File: src/design/crts_pkg.sv
package crts_pkg;
   localparam int unsigned IDX_W        = 11;
   localparam int unsigned HREG_CELLS   = 1036;
   localparam int unsigned HREG_HALF    = 522;
   localparam int unsigned COLUMNS      = 1028;
   localparam int unsigned EMPTY_CELLS  = 8;
   localparam int unsigned DARK_CELLS   = 12;
   localparam int unsigned IMAGE_SINGLE = 1004;
   localparam int unsigned IMAGE_DUAL   = 502;
   localparam int unsigned ROW_W        = 11;

   typedef enum logic [1:0] {CLS_EMPTY, CLS_DARK, CLS_IMAGE, CLS_OVER} crts_cls_t;
   typedef enum logic [1:0] {MODE_OUT1, MODE_OUT2, MODE_DUAL, MODE_HALT} crts_mode_t;
   typedef enum logic [1:0] {EXP_IDLE, EXP_RUN, EXP_XFER} crts_exp_t;

   typedef struct packed {
      logic             valid;
      crts_cls_t        cls;
      logic [IDX_W-1:0] idx;
   } crts_tap_t;

   typedef struct packed {
      logic h1;
      logic h2;
      logic l1;
      logic l2;
      logic r1;
      logic r2;
   } crts_hphase_t;

   typedef struct packed {
      logic shutter;
      logic v2b;
      logic v2a;
      logic v1;
      logic discard;
   } crts_vphase_t;
endpackage

File: src/design/crts_sequencer.sv
`timescale 1ns/10ps
module crts_sequencer
(
   input  wire logic                          clk,
   input  wire logic                          srst,
   input  wire logic                          shutter_trigger,
   input  wire logic                          transfer_phase2b,
   input  wire logic                          vertical_phase2a,
   input  wire logic                          vertical_phase1,
   input  wire logic                          line_discard,
   input  wire logic                          horiz_phase1_drive,
   input  wire logic                          horiz_phase2_drive,
   input  wire logic                          left_half_phase1,
   input  wire logic                          left_half_phase2,
   input  wire logic                          right_half_phase1,
   input  wire logic                          right_half_phase2,
   output      logic                          exposing,
   output      logic                          exposure_end,
   output      logic                          row_loaded,
   output      logic                          row_discarded,
   output      logic [crts_pkg::ROW_W-1:0]    row_count,
   output      crts_pkg::crts_mode_t          mode,
   output      crts_pkg::crts_tap_t           tap1,
   output      crts_pkg::crts_tap_t           tap2
);
   crts_pkg::crts_vphase_t          vin;
   crts_pkg::crts_vphase_t          vin_q;
   crts_pkg::crts_hphase_t          hin;
   crts_pkg::crts_exp_t             exp_state;
   crts_pkg::crts_exp_t             next_exp_state;
   logic                            combo_had_xfer;
   logic [crts_pkg::IDX_W-1:0]      hpos;
   logic [crts_pkg::IDX_W-1:0]      next_hpos;
   crts_pkg::crts_mode_t            next_mode;
   crts_pkg::crts_tap_t             next_tap1;
   crts_pkg::crts_tap_t             next_tap2;
   logic                            h1_q;

   // Horizontal position class; trailing dark band only in single mode
   function automatic crts_pkg::crts_cls_t cls_of(input logic [crts_pkg::IDX_W-1:0] i,
                                                  input logic dual);
      logic [crts_pkg::IDX_W-1:0] img_end;
      logic [crts_pkg::IDX_W-1:0] line_end;
      img_end  = dual ? crts_pkg::IDX_W'(crts_pkg::EMPTY_CELLS + crts_pkg::DARK_CELLS
                                          + crts_pkg::IMAGE_DUAL)
                      : crts_pkg::IDX_W'(crts_pkg::EMPTY_CELLS + crts_pkg::DARK_CELLS
                                          + crts_pkg::IMAGE_SINGLE);
      line_end = dual ? img_end : img_end + crts_pkg::IDX_W'(crts_pkg::DARK_CELLS);
      if (i < crts_pkg::IDX_W'(crts_pkg::EMPTY_CELLS))
         cls_of = crts_pkg::CLS_EMPTY;
      else if (i < crts_pkg::IDX_W'(crts_pkg::EMPTY_CELLS + crts_pkg::DARK_CELLS))
         cls_of = crts_pkg::CLS_DARK;
      else if (i < img_end)
         cls_of = crts_pkg::CLS_IMAGE;
      else if (i < line_end)
         cls_of = crts_pkg::CLS_DARK;
      else
         cls_of = crts_pkg::CLS_OVER;
   endfunction

   assign vin = '{shutter: shutter_trigger, v2b: transfer_phase2b, v2a: vertical_phase2a,
                  v1: vertical_phase1, discard: line_discard};
   assign hin = '{h1: horiz_phase1_drive, h2: horiz_phase2_drive, l1: left_half_phase1,
                  l2: left_half_phase2, r1: right_half_phase1, r2: right_half_phase2};

   wire shut_fall  = vin_q.shutter & ~vin.shutter;
   wire xfer_fall  = vin_q.v2b & ~vin.v2b;
   wire combo_now  = vin.v2a & vin.v1;
   wire combo_prev = vin_q.v2a & vin_q.v1;
   wire combo_fall = combo_prev & ~combo_now;
   // A combined pulse that carried the transfer phase is the frame transfer, not a row shift
   wire row_shift  = combo_fall & ~combo_had_xfer & ~vin.v2b;
   wire h_edge     = hin.h1 & ~h1_q;

   // Half direction from the four half phases
   wire halves_same = (hin.l1 == hin.r2) && (hin.l2 == hin.r1) && (hin.l1 != hin.l2);
   wire halves_opp  = (hin.l1 == hin.r1) && (hin.l2 == hin.r2) && (hin.l1 != hin.l2);
   assign next_mode = halves_opp ? crts_pkg::MODE_DUAL :
                      !halves_same ? crts_pkg::MODE_HALT :
                      (hin.l1 == hin.h1) ? crts_pkg::MODE_OUT1 : crts_pkg::MODE_OUT2;

   wire is_dual = (next_mode == crts_pkg::MODE_DUAL);
   wire at_end  = hpos == crts_pkg::IDX_W'(crts_pkg::HREG_CELLS);
   assign next_hpos = row_shift ? '0 : (h_edge && !at_end) ? hpos + 1'b1 : hpos;

   crts_pkg::crts_cls_t cur_cls;
   assign cur_cls = cls_of(hpos, is_dual);

   assign next_tap1.valid = h_edge && (next_mode != crts_pkg::MODE_OUT2)
                            && (next_mode != crts_pkg::MODE_HALT);
   assign next_tap1.cls   = cur_cls;
   assign next_tap1.idx   = hpos;
   assign next_tap2.valid = h_edge && (next_mode != crts_pkg::MODE_OUT1)
                            && (next_mode != crts_pkg::MODE_HALT);
   assign next_tap2.cls   = cur_cls;
   assign next_tap2.idx   = hpos;

   always_comb
   begin
      next_exp_state = exp_state;
      case (exp_state)
         crts_pkg::EXP_IDLE,
         crts_pkg::EXP_RUN:
         begin
            if (vin.v2b)
               next_exp_state = crts_pkg::EXP_XFER;
            else if (shut_fall)
               next_exp_state = crts_pkg::EXP_RUN;
         end
         crts_pkg::EXP_XFER:
         begin
            if (xfer_fall)
               next_exp_state = shut_fall ? crts_pkg::EXP_RUN : crts_pkg::EXP_IDLE;
         end
         default:
            next_exp_state = crts_pkg::EXP_IDLE;
      endcase
   end

   always_ff @(posedge clk)
   begin
      if (srst)
      begin
         vin_q <= '0;
         h1_q  <= 1'b0;
      end
      else
      begin
         vin_q <= vin;
         h1_q  <= hin.h1;
      end
   end

   always_ff @(posedge clk)
   begin
      if (srst)
      begin
         exp_state    <= crts_pkg::EXP_IDLE;
         exposing     <= 1'b0;
         exposure_end <= 1'b0;
      end
      else
      begin
         exp_state    <= next_exp_state;
         // Shutter overlapping transfer restarts exposure on its fall
         exposing     <= (next_exp_state == crts_pkg::EXP_RUN) ||
                         (exp_state != crts_pkg::EXP_IDLE && next_exp_state
                          == crts_pkg::EXP_XFER && exposing) ||
                         (shut_fall && vin.v2b);
         exposure_end <= xfer_fall;
      end
   end

   always_ff @(posedge clk)
   begin
      if (srst)
      begin
         combo_had_xfer <= 1'b0;
         row_loaded     <= 1'b0;
         row_discarded  <= 1'b0;
         row_count      <= '0;
         hpos           <= '0;
         mode           <= crts_pkg::MODE_HALT;
         tap1           <= '0;
         tap2           <= '0;
      end
      else
      begin
         combo_had_xfer <= combo_now ? (combo_had_xfer | vin.v2b) : 1'b0;
         row_loaded     <= row_shift & ~vin.discard;
         row_discarded  <= row_shift & vin.discard;
         row_count      <= row_shift ? row_count + 1'b1 : row_count;
         hpos           <= next_hpos;
         mode           <= next_mode;
         tap1           <= next_tap1;
         tap2           <= next_tap2;
      end
   end
endmodule

File: config.mk
export PLATFORM = sky130hd
export DESIGN_NAME = crts_sequencer
export DESIGN_NICKNAME = d
export VERILOG_FILES = /design/src/design/crts_pkg.sv /design/src/design/crts_sequencer.sv
export SDC_FILE = /design/constraint.sdc
export NUM_CORES = 1
export LEC_CHECK = 0
export BUFFER_PORTS_ARGS = -buffer_cell sky130_fd_sc_hd__buf_2
export CORE_ASPECT_RATIO = 0.6
export CORE_MARGIN = 2
export CORE_UTILIZATION = 40
export CTS_BUF_LIST = sky130_fd_sc_hd__clkbuf_4
export CTS_CLUSTER_SIZE = 10
export DETAILED_ROUTE_END_ITERATION = 16
export HOLD_SLACK_MARGIN = 0.12
export PLACE_DENSITY = 0.59
export SLEW_MARGIN = 20
export SYNTH_ARGS = -nofsm -noshare
export SYNTH_HDL_FRONTEND = slang
export SYNTH_SLANG_ARGS = --single-unit
File: constraint.sdc
create_clock -name clk -period 4 [get_ports clk]
set_input_delay 0.4 -clock clk [delete_from_list [all_inputs] [get_ports clk]]
set_output_delay 0.4 -clock clk [all_outputs]
set_load 0.01 [all_outputs]
== Word level (Yosys, flattened, before mapping) ==
Index checks and enable logic that the tools add are counted.

* Add/sub/neg operators: 3
* Magnitude comparators: 4
* Eq/ne operators: 14
* Muxes and demuxes: 13
* Bitwise gates (word level): 17
* Reductions and logical operators: 23

{| class="wikitable"
|+ Operator list
! cell !! number
|-
| adder 11 x 1 -> 11 bit (second input constant) || 2
|-
| < comparator 11 bit || 2
|-
| 2-to-1 mux 11 bit || 2
|-
| 2-to-1 mux 2 bit || 7
|-
| logical AND 1 bit || 12
|-
| adder 11 x 4 -> 11 bit (second input constant) || 1
|-
| equality test 11 bit (second input constant) || 1
|-
| < comparator 11 x 4 -> 1 bit (second input constant) || 1
|-
| < comparator 11 x 5 -> 1 bit (second input constant) || 1
|-
| bitwise AND 1 bit || 10
|-
| OR reduction 2 bit || 4
|-
| equality test 2 bit (second input constant) || 3
|-
| NOT 1 bit || 6
|-
| equality test 1 bit || 5
|-
| equality test 2 x 1 -> 1 bit (second input constant) || 2
|-
| one-hot mux 2 bit (2 select lines) || 1
|-
| nonzero test 2 bit || 2
|-
| 2-to-1 mux 1 bit || 3
|-
| OR reduction 3 bit || 1
|-
| logical NOT 2 bit || 1
|-
| logical OR 1 bit || 2
|-
| inequality test 2 x 1 -> 1 bit (second input constant) || 1
|-
| inequality test 2 bit (second input constant) || 1
|-
| logical NOT 1 bit || 1
|-
| 2 further kinds || 2
|}

* Flip-flop bits (word level): 51
* Output and inout port bits: 45

== Longest topological paths before layout ==
Gate-level depths: netlist of the first run.

* Depth in word-level cells: 13
* Gate-level depth with buffers: 8
* Depth with buffers taken out: 8

== Worst setup path after synthesis of the first run ==
Ideal clock, no wire load.

* Path kind: in2reg
* From: in right_half_phase2
* To: reg tap2[11] in the netlist's numbering
* Setup time: 140 ps
* Data arrival time: 1989 ps
* Slack: 1872 ps
* Cell stages on the path: 7
* Cells stage by stage: or4bb_1 > nand2_1 > inv_1 > ha_1 > or4b_1 > a22oi_1 > a221oi_1

* Cells in the longest elaborated chain, start to end: 10
* Elaborated cells on any way between the ends: 13

{| class="wikitable"
|+ RTL lines
! item !! RTL line !! source
|-
| start, declared || crts_sequencer.sv:16 || <nowiki>input wire logic right_half_phase2,</nowiki>
|-
| equality test 1 bit || crts_sequencer.sv:76 || <nowiki>wire halves_same = (hin.l1 == hin.r2) && (hin.l2 == hin.r1) && (hin.l1 != hin.l2);</nowiki>
|-
| logical AND 1 bit (2 in a row) || crts_sequencer.sv:76 ||
|-
| 2-to-1 mux 2 bit || crts_sequencer.sv:79 || <nowiki>!halves_same ? crts_pkg::MODE_HALT :</nowiki>
|-
| 2-to-1 mux 2 bit (*) || crts_sequencer.sv:78 || <nowiki>assign next_mode = halves_opp ? crts_pkg::MODE_DUAL :</nowiki>
|-
| equality test 2 bit (*) || crts_sequencer.sv:82 || <nowiki>wire is_dual = (next_mode == crts_pkg::MODE_DUAL);</nowiki>
|-
| 2-to-1 mux 11 bit (*) || crts_sequencer.sv:44 || <nowiki>img_end = dual ? crts_pkg::IDX_W'(crts_pkg::EMPTY_CELLS + crts_pkg::DARK_CELLS</nowiki>
|-
| < comparator 11 bit (*) || crts_sequencer.sv:53 || <nowiki>else if (i < img_end)</nowiki>
|-
| 2-to-1 mux 2 bit (*) || crts_sequencer.sv:53 ||
|-
| 2-to-1 mux 1 bit (*) || crts_sequencer.sv:51 || <nowiki>else if (i < crts_pkg::IDX_W'(crts_pkg::EMPTY_CELLS + crts_pkg::DARK_CELLS))</nowiki>
|-
| end signal, assigned || crts_sequencer.sv:176 || <nowiki>tap2 <= next_tap2;</nowiki>
|-
| end, declared || crts_sequencer.sv:24 || <nowiki>output crts_pkg::crts_tap_t tap2</nowiki>
|}

Mark *: on every way between the ends. The rest lies on a longest branch, timed or not.
A chain may end at the register's enable or synchronous reset.

== Worst setup path after layout of the first run ==
* From: reg hpos[0] in the netlist's numbering
* To: reg hpos[5] in the netlist's numbering

* Cells in the longest elaborated chain, start to end: 3
* Elaborated cells on any way between the ends: 4

{| class="wikitable"
|+ RTL lines
! item !! RTL line !! source
|-
| start, declared || crts_sequencer.sv:32 || <nowiki>logic [crts_pkg::IDX_W-1:0] hpos;</nowiki>
|-
| start signal, assigned || crts_sequencer.sv:173 || <nowiki>hpos <= next_hpos;</nowiki>
|-
| parallel branches: the longest is 3 deep, another holds adder 11 x 1 -> 11 bit || -- ||
|}

Parallel ways; which one is timed is not known.

==> metrics.md, run 1 <==
| Metric | Value |
|---|---|
| Longest Clk Path Bufs | 2 |
| Clock transition at path regs | roughly 0.15 ns |
| Starting DRT DRC Count | between 60 and 70 |
| Flops & latches, synth | 51 |
| Worst vdd ir | around 0.00015 V |
| Initial core utilization | 40.7% |
| GR Util All Layers | 15.0% |
| RSZ-0062 raised after global routing | no |
| Synth top area share | 45.7% |
| Final setup viols | 0 |
| Final nets | 304 |
| Clock Latency Late Sink | 0.37 ns |
| Cell variety after synth | 46 |
| Die Ht | 61.9 um |
| First-pass GRT wire length | 7210 um |
| Setup Crit Path Kind | register to register |
| Placer Congestion | 0.808 |
| Die area | around 0.0062 mm2 |
| Vias in the first global route | between 1,000 and 1,500 |
| Syn_nets | around 260 |
| Largest net degree at the start of global routing | 42 |
| Crit path arrival time | 2.32 ns |
| Vias | about 1,800 |
| Slew Limit Fails | 0 |
| Max-cap violations | 0 |
| Critical Path Start | hpos[0] |
| Worst Path Max Fanout | 12 |
| Reg2reg setup slack | 1.98 ns |
| Power Density | 348 mW/mm2 |
| Total global routing overflow | 0 |
| Critical Path End Type | register |
| # hold bufs at CTS | 0 |
| Post-DP HPWL | 3230 um |
| Worst Hold Slack | ~0.19 ns |
| Slew margin rel. | a little over half |
| Syn Inst Count | 247 |
| CP Launch Type | register |
| DR DRC count | 0 |
| TritonCTS sink count | between 50 and 60 |
| Sequential area share after synthesis | between 40% and 50% |
| YS warnings | 0 |
| Routed Antenna Nets | 0 |
| Data required, critical path | 4.30 ns |
| Final non-filler cell total | approximately 360 |
| Wirelength per Cell | 12.5 um |
| Tmin final | 2.02 ns |
| Cell accounting for the most synthesized area | dfxtp_1 |
| Reg-to-reg startpoint | hpos[0] |
| RR Endpoint | hpos[5] |
| Setup crit end | hpos[5] |
| Total Routed Length | 4460 um |
| Top achievable clock speed | 496 MHz |
| Mapped cell area | ~0.0022 mm2 |
| Resize count post-CTS | 0 |
| Hold Crit Class | primary input to register |
| Die width | 101 um |
| Met2 wire length | around 1600 um |
| CTS HTree Levels | 2 |
| Layout cells sized above 1 | around a quarter |
| Num CTS Buffers | 5 |
| Port bufs | 56 |
| Clock skew | 0.00850 ns |
| Drt pass-1 iters | 4 |
| Static leakage | approximately 1.1 nW |
| # rows | 21 |
| Mean post-synth cell area | between 9 and 10 um2 |
| Clock root buffer | clkbuf_4 |
| Synth top area cells | dfxtp_1 (46%), nor2b_1 (5.9%), buf_4 (4.4%) |
| Diode count | 0 |
| Post-DR vias/cell | 4.99 |
| Commonest non-fill, non-tap cells in the layout | buf_2 (56), dfxtp_1 (51), nor2b_1 (21) |
| Floorplan core area | 0.00549 mm2 |
| Area grow syn2layout | 13.1% |
| Metal3 WL | 241 um |
| CTS tree | built |
| Setup total negative slack | 0 ns |
| I/O pin count | 58 |
| Most common cell after layout, fill and taps aside | buf_2 |
| Worst-Margin Slew | about 0.7 ns |
| Period utilisation layout | 50.4% |
| Final hold violation count | 0 |
| Max layer used | met4 |
| Antenna violations before repair | 0 |
| Worst R2R Path Depth | 6 |
| Post-synth EDFFs | 0 |
| Postcts setup bufs | 0 |
| Post-synth top flop | dfxtp_1 |
| WL met1 | 2610 um |
| Outcome | finished clean |
| Post-synth ARST share | 0% |
| Placed cells | 349 |
[routing by layer]
metal	GRT usage (%)	vias to the layer above
met5	0	-
met4	4.11	0
met3	4.03	2
met2	18.6	55
met1	24.4	790
li1	-	935
[flip-flops by register name, indices dropped and copies added (netlist names), 2 cells and up]
name and cells:
exp_state 2, mode 2, row_count 11, hpos 11, tap2 14, vin_q 4
[critical path: stages, from the launching register on]
cell and delay, ns:
dfxtp_1 0.47, inv_1 0.12, ha_1 0.22, and4b_1 0.18
a31o_2 0.34, or4_1 0.49, a21oi_1 0.15
[synth_stat cells, types with 3 or more instances]
cell	instances
nand4_1	7
ha_1	4
nand2b_1	3
nor2_1	18
nand2_1	11
clkbuf_1	3
or3_1	7
a21o_1	3
buf_4	13
o21ai_0	14
dfxtp_1	51
or4_1	5
a21oi_1	14
nor3_1	5
inv_1	8
xor2_1	5
nor2b_1	21
buf_2	3
xnor2_1	3
nand3_1	9
a211oi_1	3
[metrics by stage]
step / setup slack, ns / power [mW] / util (%) / instance area, um2
after floorplan: 1.87 / 0.575 / - / 2240
after global placement: 1.62 / 0.593 / 44.6 / 2450
after detailed placement: 1.60 / 0.594 / 44.6 / 2450
after CTS: 1.99 / 0.893 / 46.0 / 2530
after global routing: 1.84 / 0.928 / 46.0 / 2530
final: 1.98 / 0.881 / 46.0 / 2530
[power breakdown]
group | internal [mW] | leakage, nW | total, mW | switching, mW
registers | 0.518 | 0.414 | 0.525 | 0.00741
clock network | 0.132 | 0.0432 | 0.297 | 0.165
logic | 0.0230 | 0.649 | 0.0583 | 0.0354
total | 0.673 | 1.11 | 0.881 | 0.208
[logic make-up after synthesis]
| group | after synthesis | share of synthesized area [%] |
|---|---|---|
| DFF | 51 | 45.7 |
| and+or+nand+nor | 103 | 26.5 |
| xor gates and xnor gates | 8 | 3.13 |
| adders and majority gates | 4 | 2.24 |
| muxes | 2 | 0.951 |
| AOI/OAI and AO/OA | 48 | 13.3 |
| buffers and inverters | 31 | 8.23 |
[worst min-delay path by stage]
stage / startpoint / to / cells after the start
after floorplan: combo_had_xfer / combo_had_xfer / 1
after global placement: combo_had_xfer / combo_had_xfer / 1
after detailed placement: combo_had_xfer / combo_had_xfer / 1
after CTS: line_discard / row_loaded / 2
after global routing: line_discard / row_loaded / 2
final: line_discard / row_loaded / 2
[cell type report]
class                      instances  area, um2
fill                             552       2960
clock buffer                       5       37.5
tap                               69       86.3
sequential                        51       1020
clock inverter                     3       42.5
multi-input combinational        165       1030
inverter                           8       30.0
timing repair buffer              56        280
Power figures use the tool's default switching activity.
==> inputs of run 2 (changes only) <==
- clock period: 4 -> 1.9 ns (I/O delays scaled with it)
==> run 2 against run 1 <==
Die area unchanged. Highest routed layer unchanged. First-iteration DRC count up 40%. Sequential share of layout area down 3.6 points. Total power up 97%. Critical path type unchanged. Critical path depth unchanged. Clock power up 59%. Largest cell class unchanged.
==> metrics.md, run 2 (same netlist as run 1, synthesis figures left out) <==
| Metric | Value |
|---|---|
| Most common cell after layout, fill and taps aside | buf_2 |
| Slew Limit Fails | 0 (unchanged) |
| Total power | 1.74 mW (+97%) |
| Postcts setup bufs | 0 (unchanged) |
| Commonest non-fill, non-tap cells in the layout | buf_2 (56), dfxtp_1 (49), buf_4 (26) |
| Antenna violations before repair | 0 (unchanged) |
| Num CTS Buffers | 5 (unchanged) |
| Total Routed Length | 4850 um (+9.0%) |
| Critical Path End Type | register |
| Layout cells sized above 1 | 32.0% (+8.4 points) |
| Critical Path Stages | 6 (unchanged) |
| Post-DP HPWL | 3620 um (+12%) |
| Area of the multi-input gates | 0.00107 mm2 (+3.6%) |
| Post-DR vias/cell | 5.05 (+1.2%) |
| Vias in the first global route | 1,607 (+7.7%) |
| Final setup viols | 0 (unchanged) |
| I/O pin count | 58 (unchanged) |
| Die area | 0.00622 mm2 (unchanged) |
| Worst Path Max Fanout | 7 (-5) |
| Clock skew | 0.0119 ns (+0.00335 ns) |
| Worst R2R Path Depth | 6 (unchanged) |
| Outcome | finished clean |
| Total global routing overflow | 0 (unchanged) |
| CP cell instances | inv_1, ha_1, and4b_1, a31o_4, or4_1, a21oi_2 |
| Setup Crit Path Kind | register to register |
| # rows | 21 (unchanged) |
| Data required, critical path | 2.21 ns (-2.09 ns) |
| Static leakage | 1.24 nW (+12%) |
| Layout filler cell count | 543 (-1.6%) |
| Top Registers | tap2: 14 flops, hpos: 11 flops, row_count: 11 flops |
| First-pass GRT wire length | 7780 um (+7.9%) |
| Vias | 1,960 (+10%) |
| Port bufs | 56 (unchanged) |
| Clock transition at path regs | 0.15 ns (about the same) |
| Max-cap violations | 0 (unchanged) |
| Wirelength per Cell | 12.5 um (+0.25%) |
| Area grow syn2layout | 24.6% |
| Most flop-heavy register | tap2 |
| Clock Latency Late Sink | 0.37 ns (about the same) |
| Slowest Stage Delay on Critical Path | 0.50 ns (about the same) |
| Slowest CP cell | or4_1 |
| Final nets | 335 (+10%) |
| RSZ-0062 raised after global routing | yes |
| Worst hold path startpoint | transfer_phase2b |
| RR Endpoint | hpos[9] |
| Diode count | 0 (unchanged) |
| Clock root buffer | clkbuf_4 |
| WHS Endpoint | exposure_end |
| CP Launch Type | register |
| Crit path arrival time | 2.12 ns (-0.20 ns) |
| DR DRC count | 0 (unchanged) |
| Reg2reg setup slack | 0.09 ns (-1.89 ns) |
| Power Density | 623 mW/mm2 (+79%) |
| Worst vdd ir | 0.000252 V (+64%) |
| Worst-Margin Slew | 0.420 ns (-0.287 ns) |
| Hold Crit Class | primary input to register |
| Largest net degree at the start of global routing | 41 (-2.4%) |
| GR Util All Layers | 16.2% (+1.2 points) |
| Placer Congestion | 0.849 (+5.1%) |
| Final hold violation count | 0 (unchanged) |
| Longest Clk Path Bufs | 2 (unchanged) |
| Worst Hold Depth | 3 (+1) |
| Register area | 0.00102 mm2 (+0.24%) |
| CTS HTree Levels | 2 (unchanged) |
| Die width | 101 um (unchanged) |
| Final non-filler cell total | 388 (+8.7%) |
| Drt pass-1 iters | 4 (unchanged) |
| Tmin final | 1.81 ns (-0.205 ns) |
| Max reg flops | 14 (unchanged) |
| Initial core utilization | 40.7% (unchanged) |
| Floorplan core area | 0.00549 mm2 (unchanged) |
| Routed Antenna Nets | 0 (unchanged) |
| CP delay by family, top | simple AND/OR/NAND/NOR gates |
| CTS tree | built |
| Starting DRT DRC Count | 87 (+40%) |
| Die Ht | 61.9 um (unchanged) |
| TritonCTS sink count | 51 (unchanged) |
| Top achievable clock speed | 552 MHz (+11%) |
| Reg-to-reg startpoint | hpos[0] |
| Slew margin rel. | 71.3% (+18 points) |
| Period utilisation layout | 95.4% (+45 points) |
| Buf/Inv on CP | 1 (unchanged) |
| Placed cells | 375 (+7.4%) |
-- run 2: cell types whose count changed in the layout (fill, tap and decap cells not counted), sizes merged --
cell,before,now
buf,56,82
dlygate4sd3,0,5
bufinv,1,0
inv,9,8
clkinv,1,2
clkinvlp,0,1
-- run 2: how the worst max path moves through the flow --
stage                      startpoint  endpoint  slack (ns)
floorplan           right_half_phase1  tap2[11]        0.02
global placement    right_half_phase1  tap2[11]       -0.13
detailed placement   left_half_phase2  tap2[11]       -0.15
CTS                           hpos[0]   hpos[3]        0.06
global route                  hpos[0]   hpos[5]       -0.02
finish                        hpos[0]   hpos[9]        0.09
-- run 2: layout make-up --
type | instances | share of cell area [%]
multi-input combinational | 165 | 38.3
inverter | 8 | 1.08
clock buffer | 5 | 1.35
sequential | 51 | 36.7
timing repair buffer | 87 | 18.9
tap | 69 | 3.10
clock inverter | 3 | 0.539
-- run 2: power by group --
group | internal (mW) | switching, mW | leakage (nW)
logic | 0.0781 | 0.0882 | 0.799
clock network | 0.136 | 0.334 | 0.0263
registers | 1.09 | 0.00969 | 0.414
total | 1.30 | 0.432 | 1.24
-- run 2: metrics by stage --
step                      utilization [%]  instance area [um2]  setup TNS [ns]  hold WS, ns  worst slack, ns
after floorplan                         -                 2240               0        0.267           0.0208
after global placement               48.2                 2650          -0.202        0.372           -0.128
after detailed placement             48.2                 2650          -0.189        0.378           -0.150
after CTS                            50.1                 2750               0        0.121           0.0566
after global routing                 50.7                 2790         -0.0169        0.127          -0.0169
final                                50.7                 2790               0        0.138           0.0875
-- run 2: per-layer routing --
metal	track usage, %	wire, um
met1	26.0	2820
met2	20.9	1770
met3	3.69	214
met4	4.70	51
met5	0	0
-- run 2: repair_timing --
action                     CTS  global route
gates resized for setup      0             9
hold buffers                 5             0
hold endpoints to repair     8             0
setup endpoints to repair    0             6
-- run 2: worst reg2reg max path: stages (launching register included) --
cell     delay, ns
dfxtp_2       0.35
inv_1         0.06
ha_1          0.20
and4b_1       0.21
a31o_4        0.29
or4_1         0.50
a21oi_2       0.15
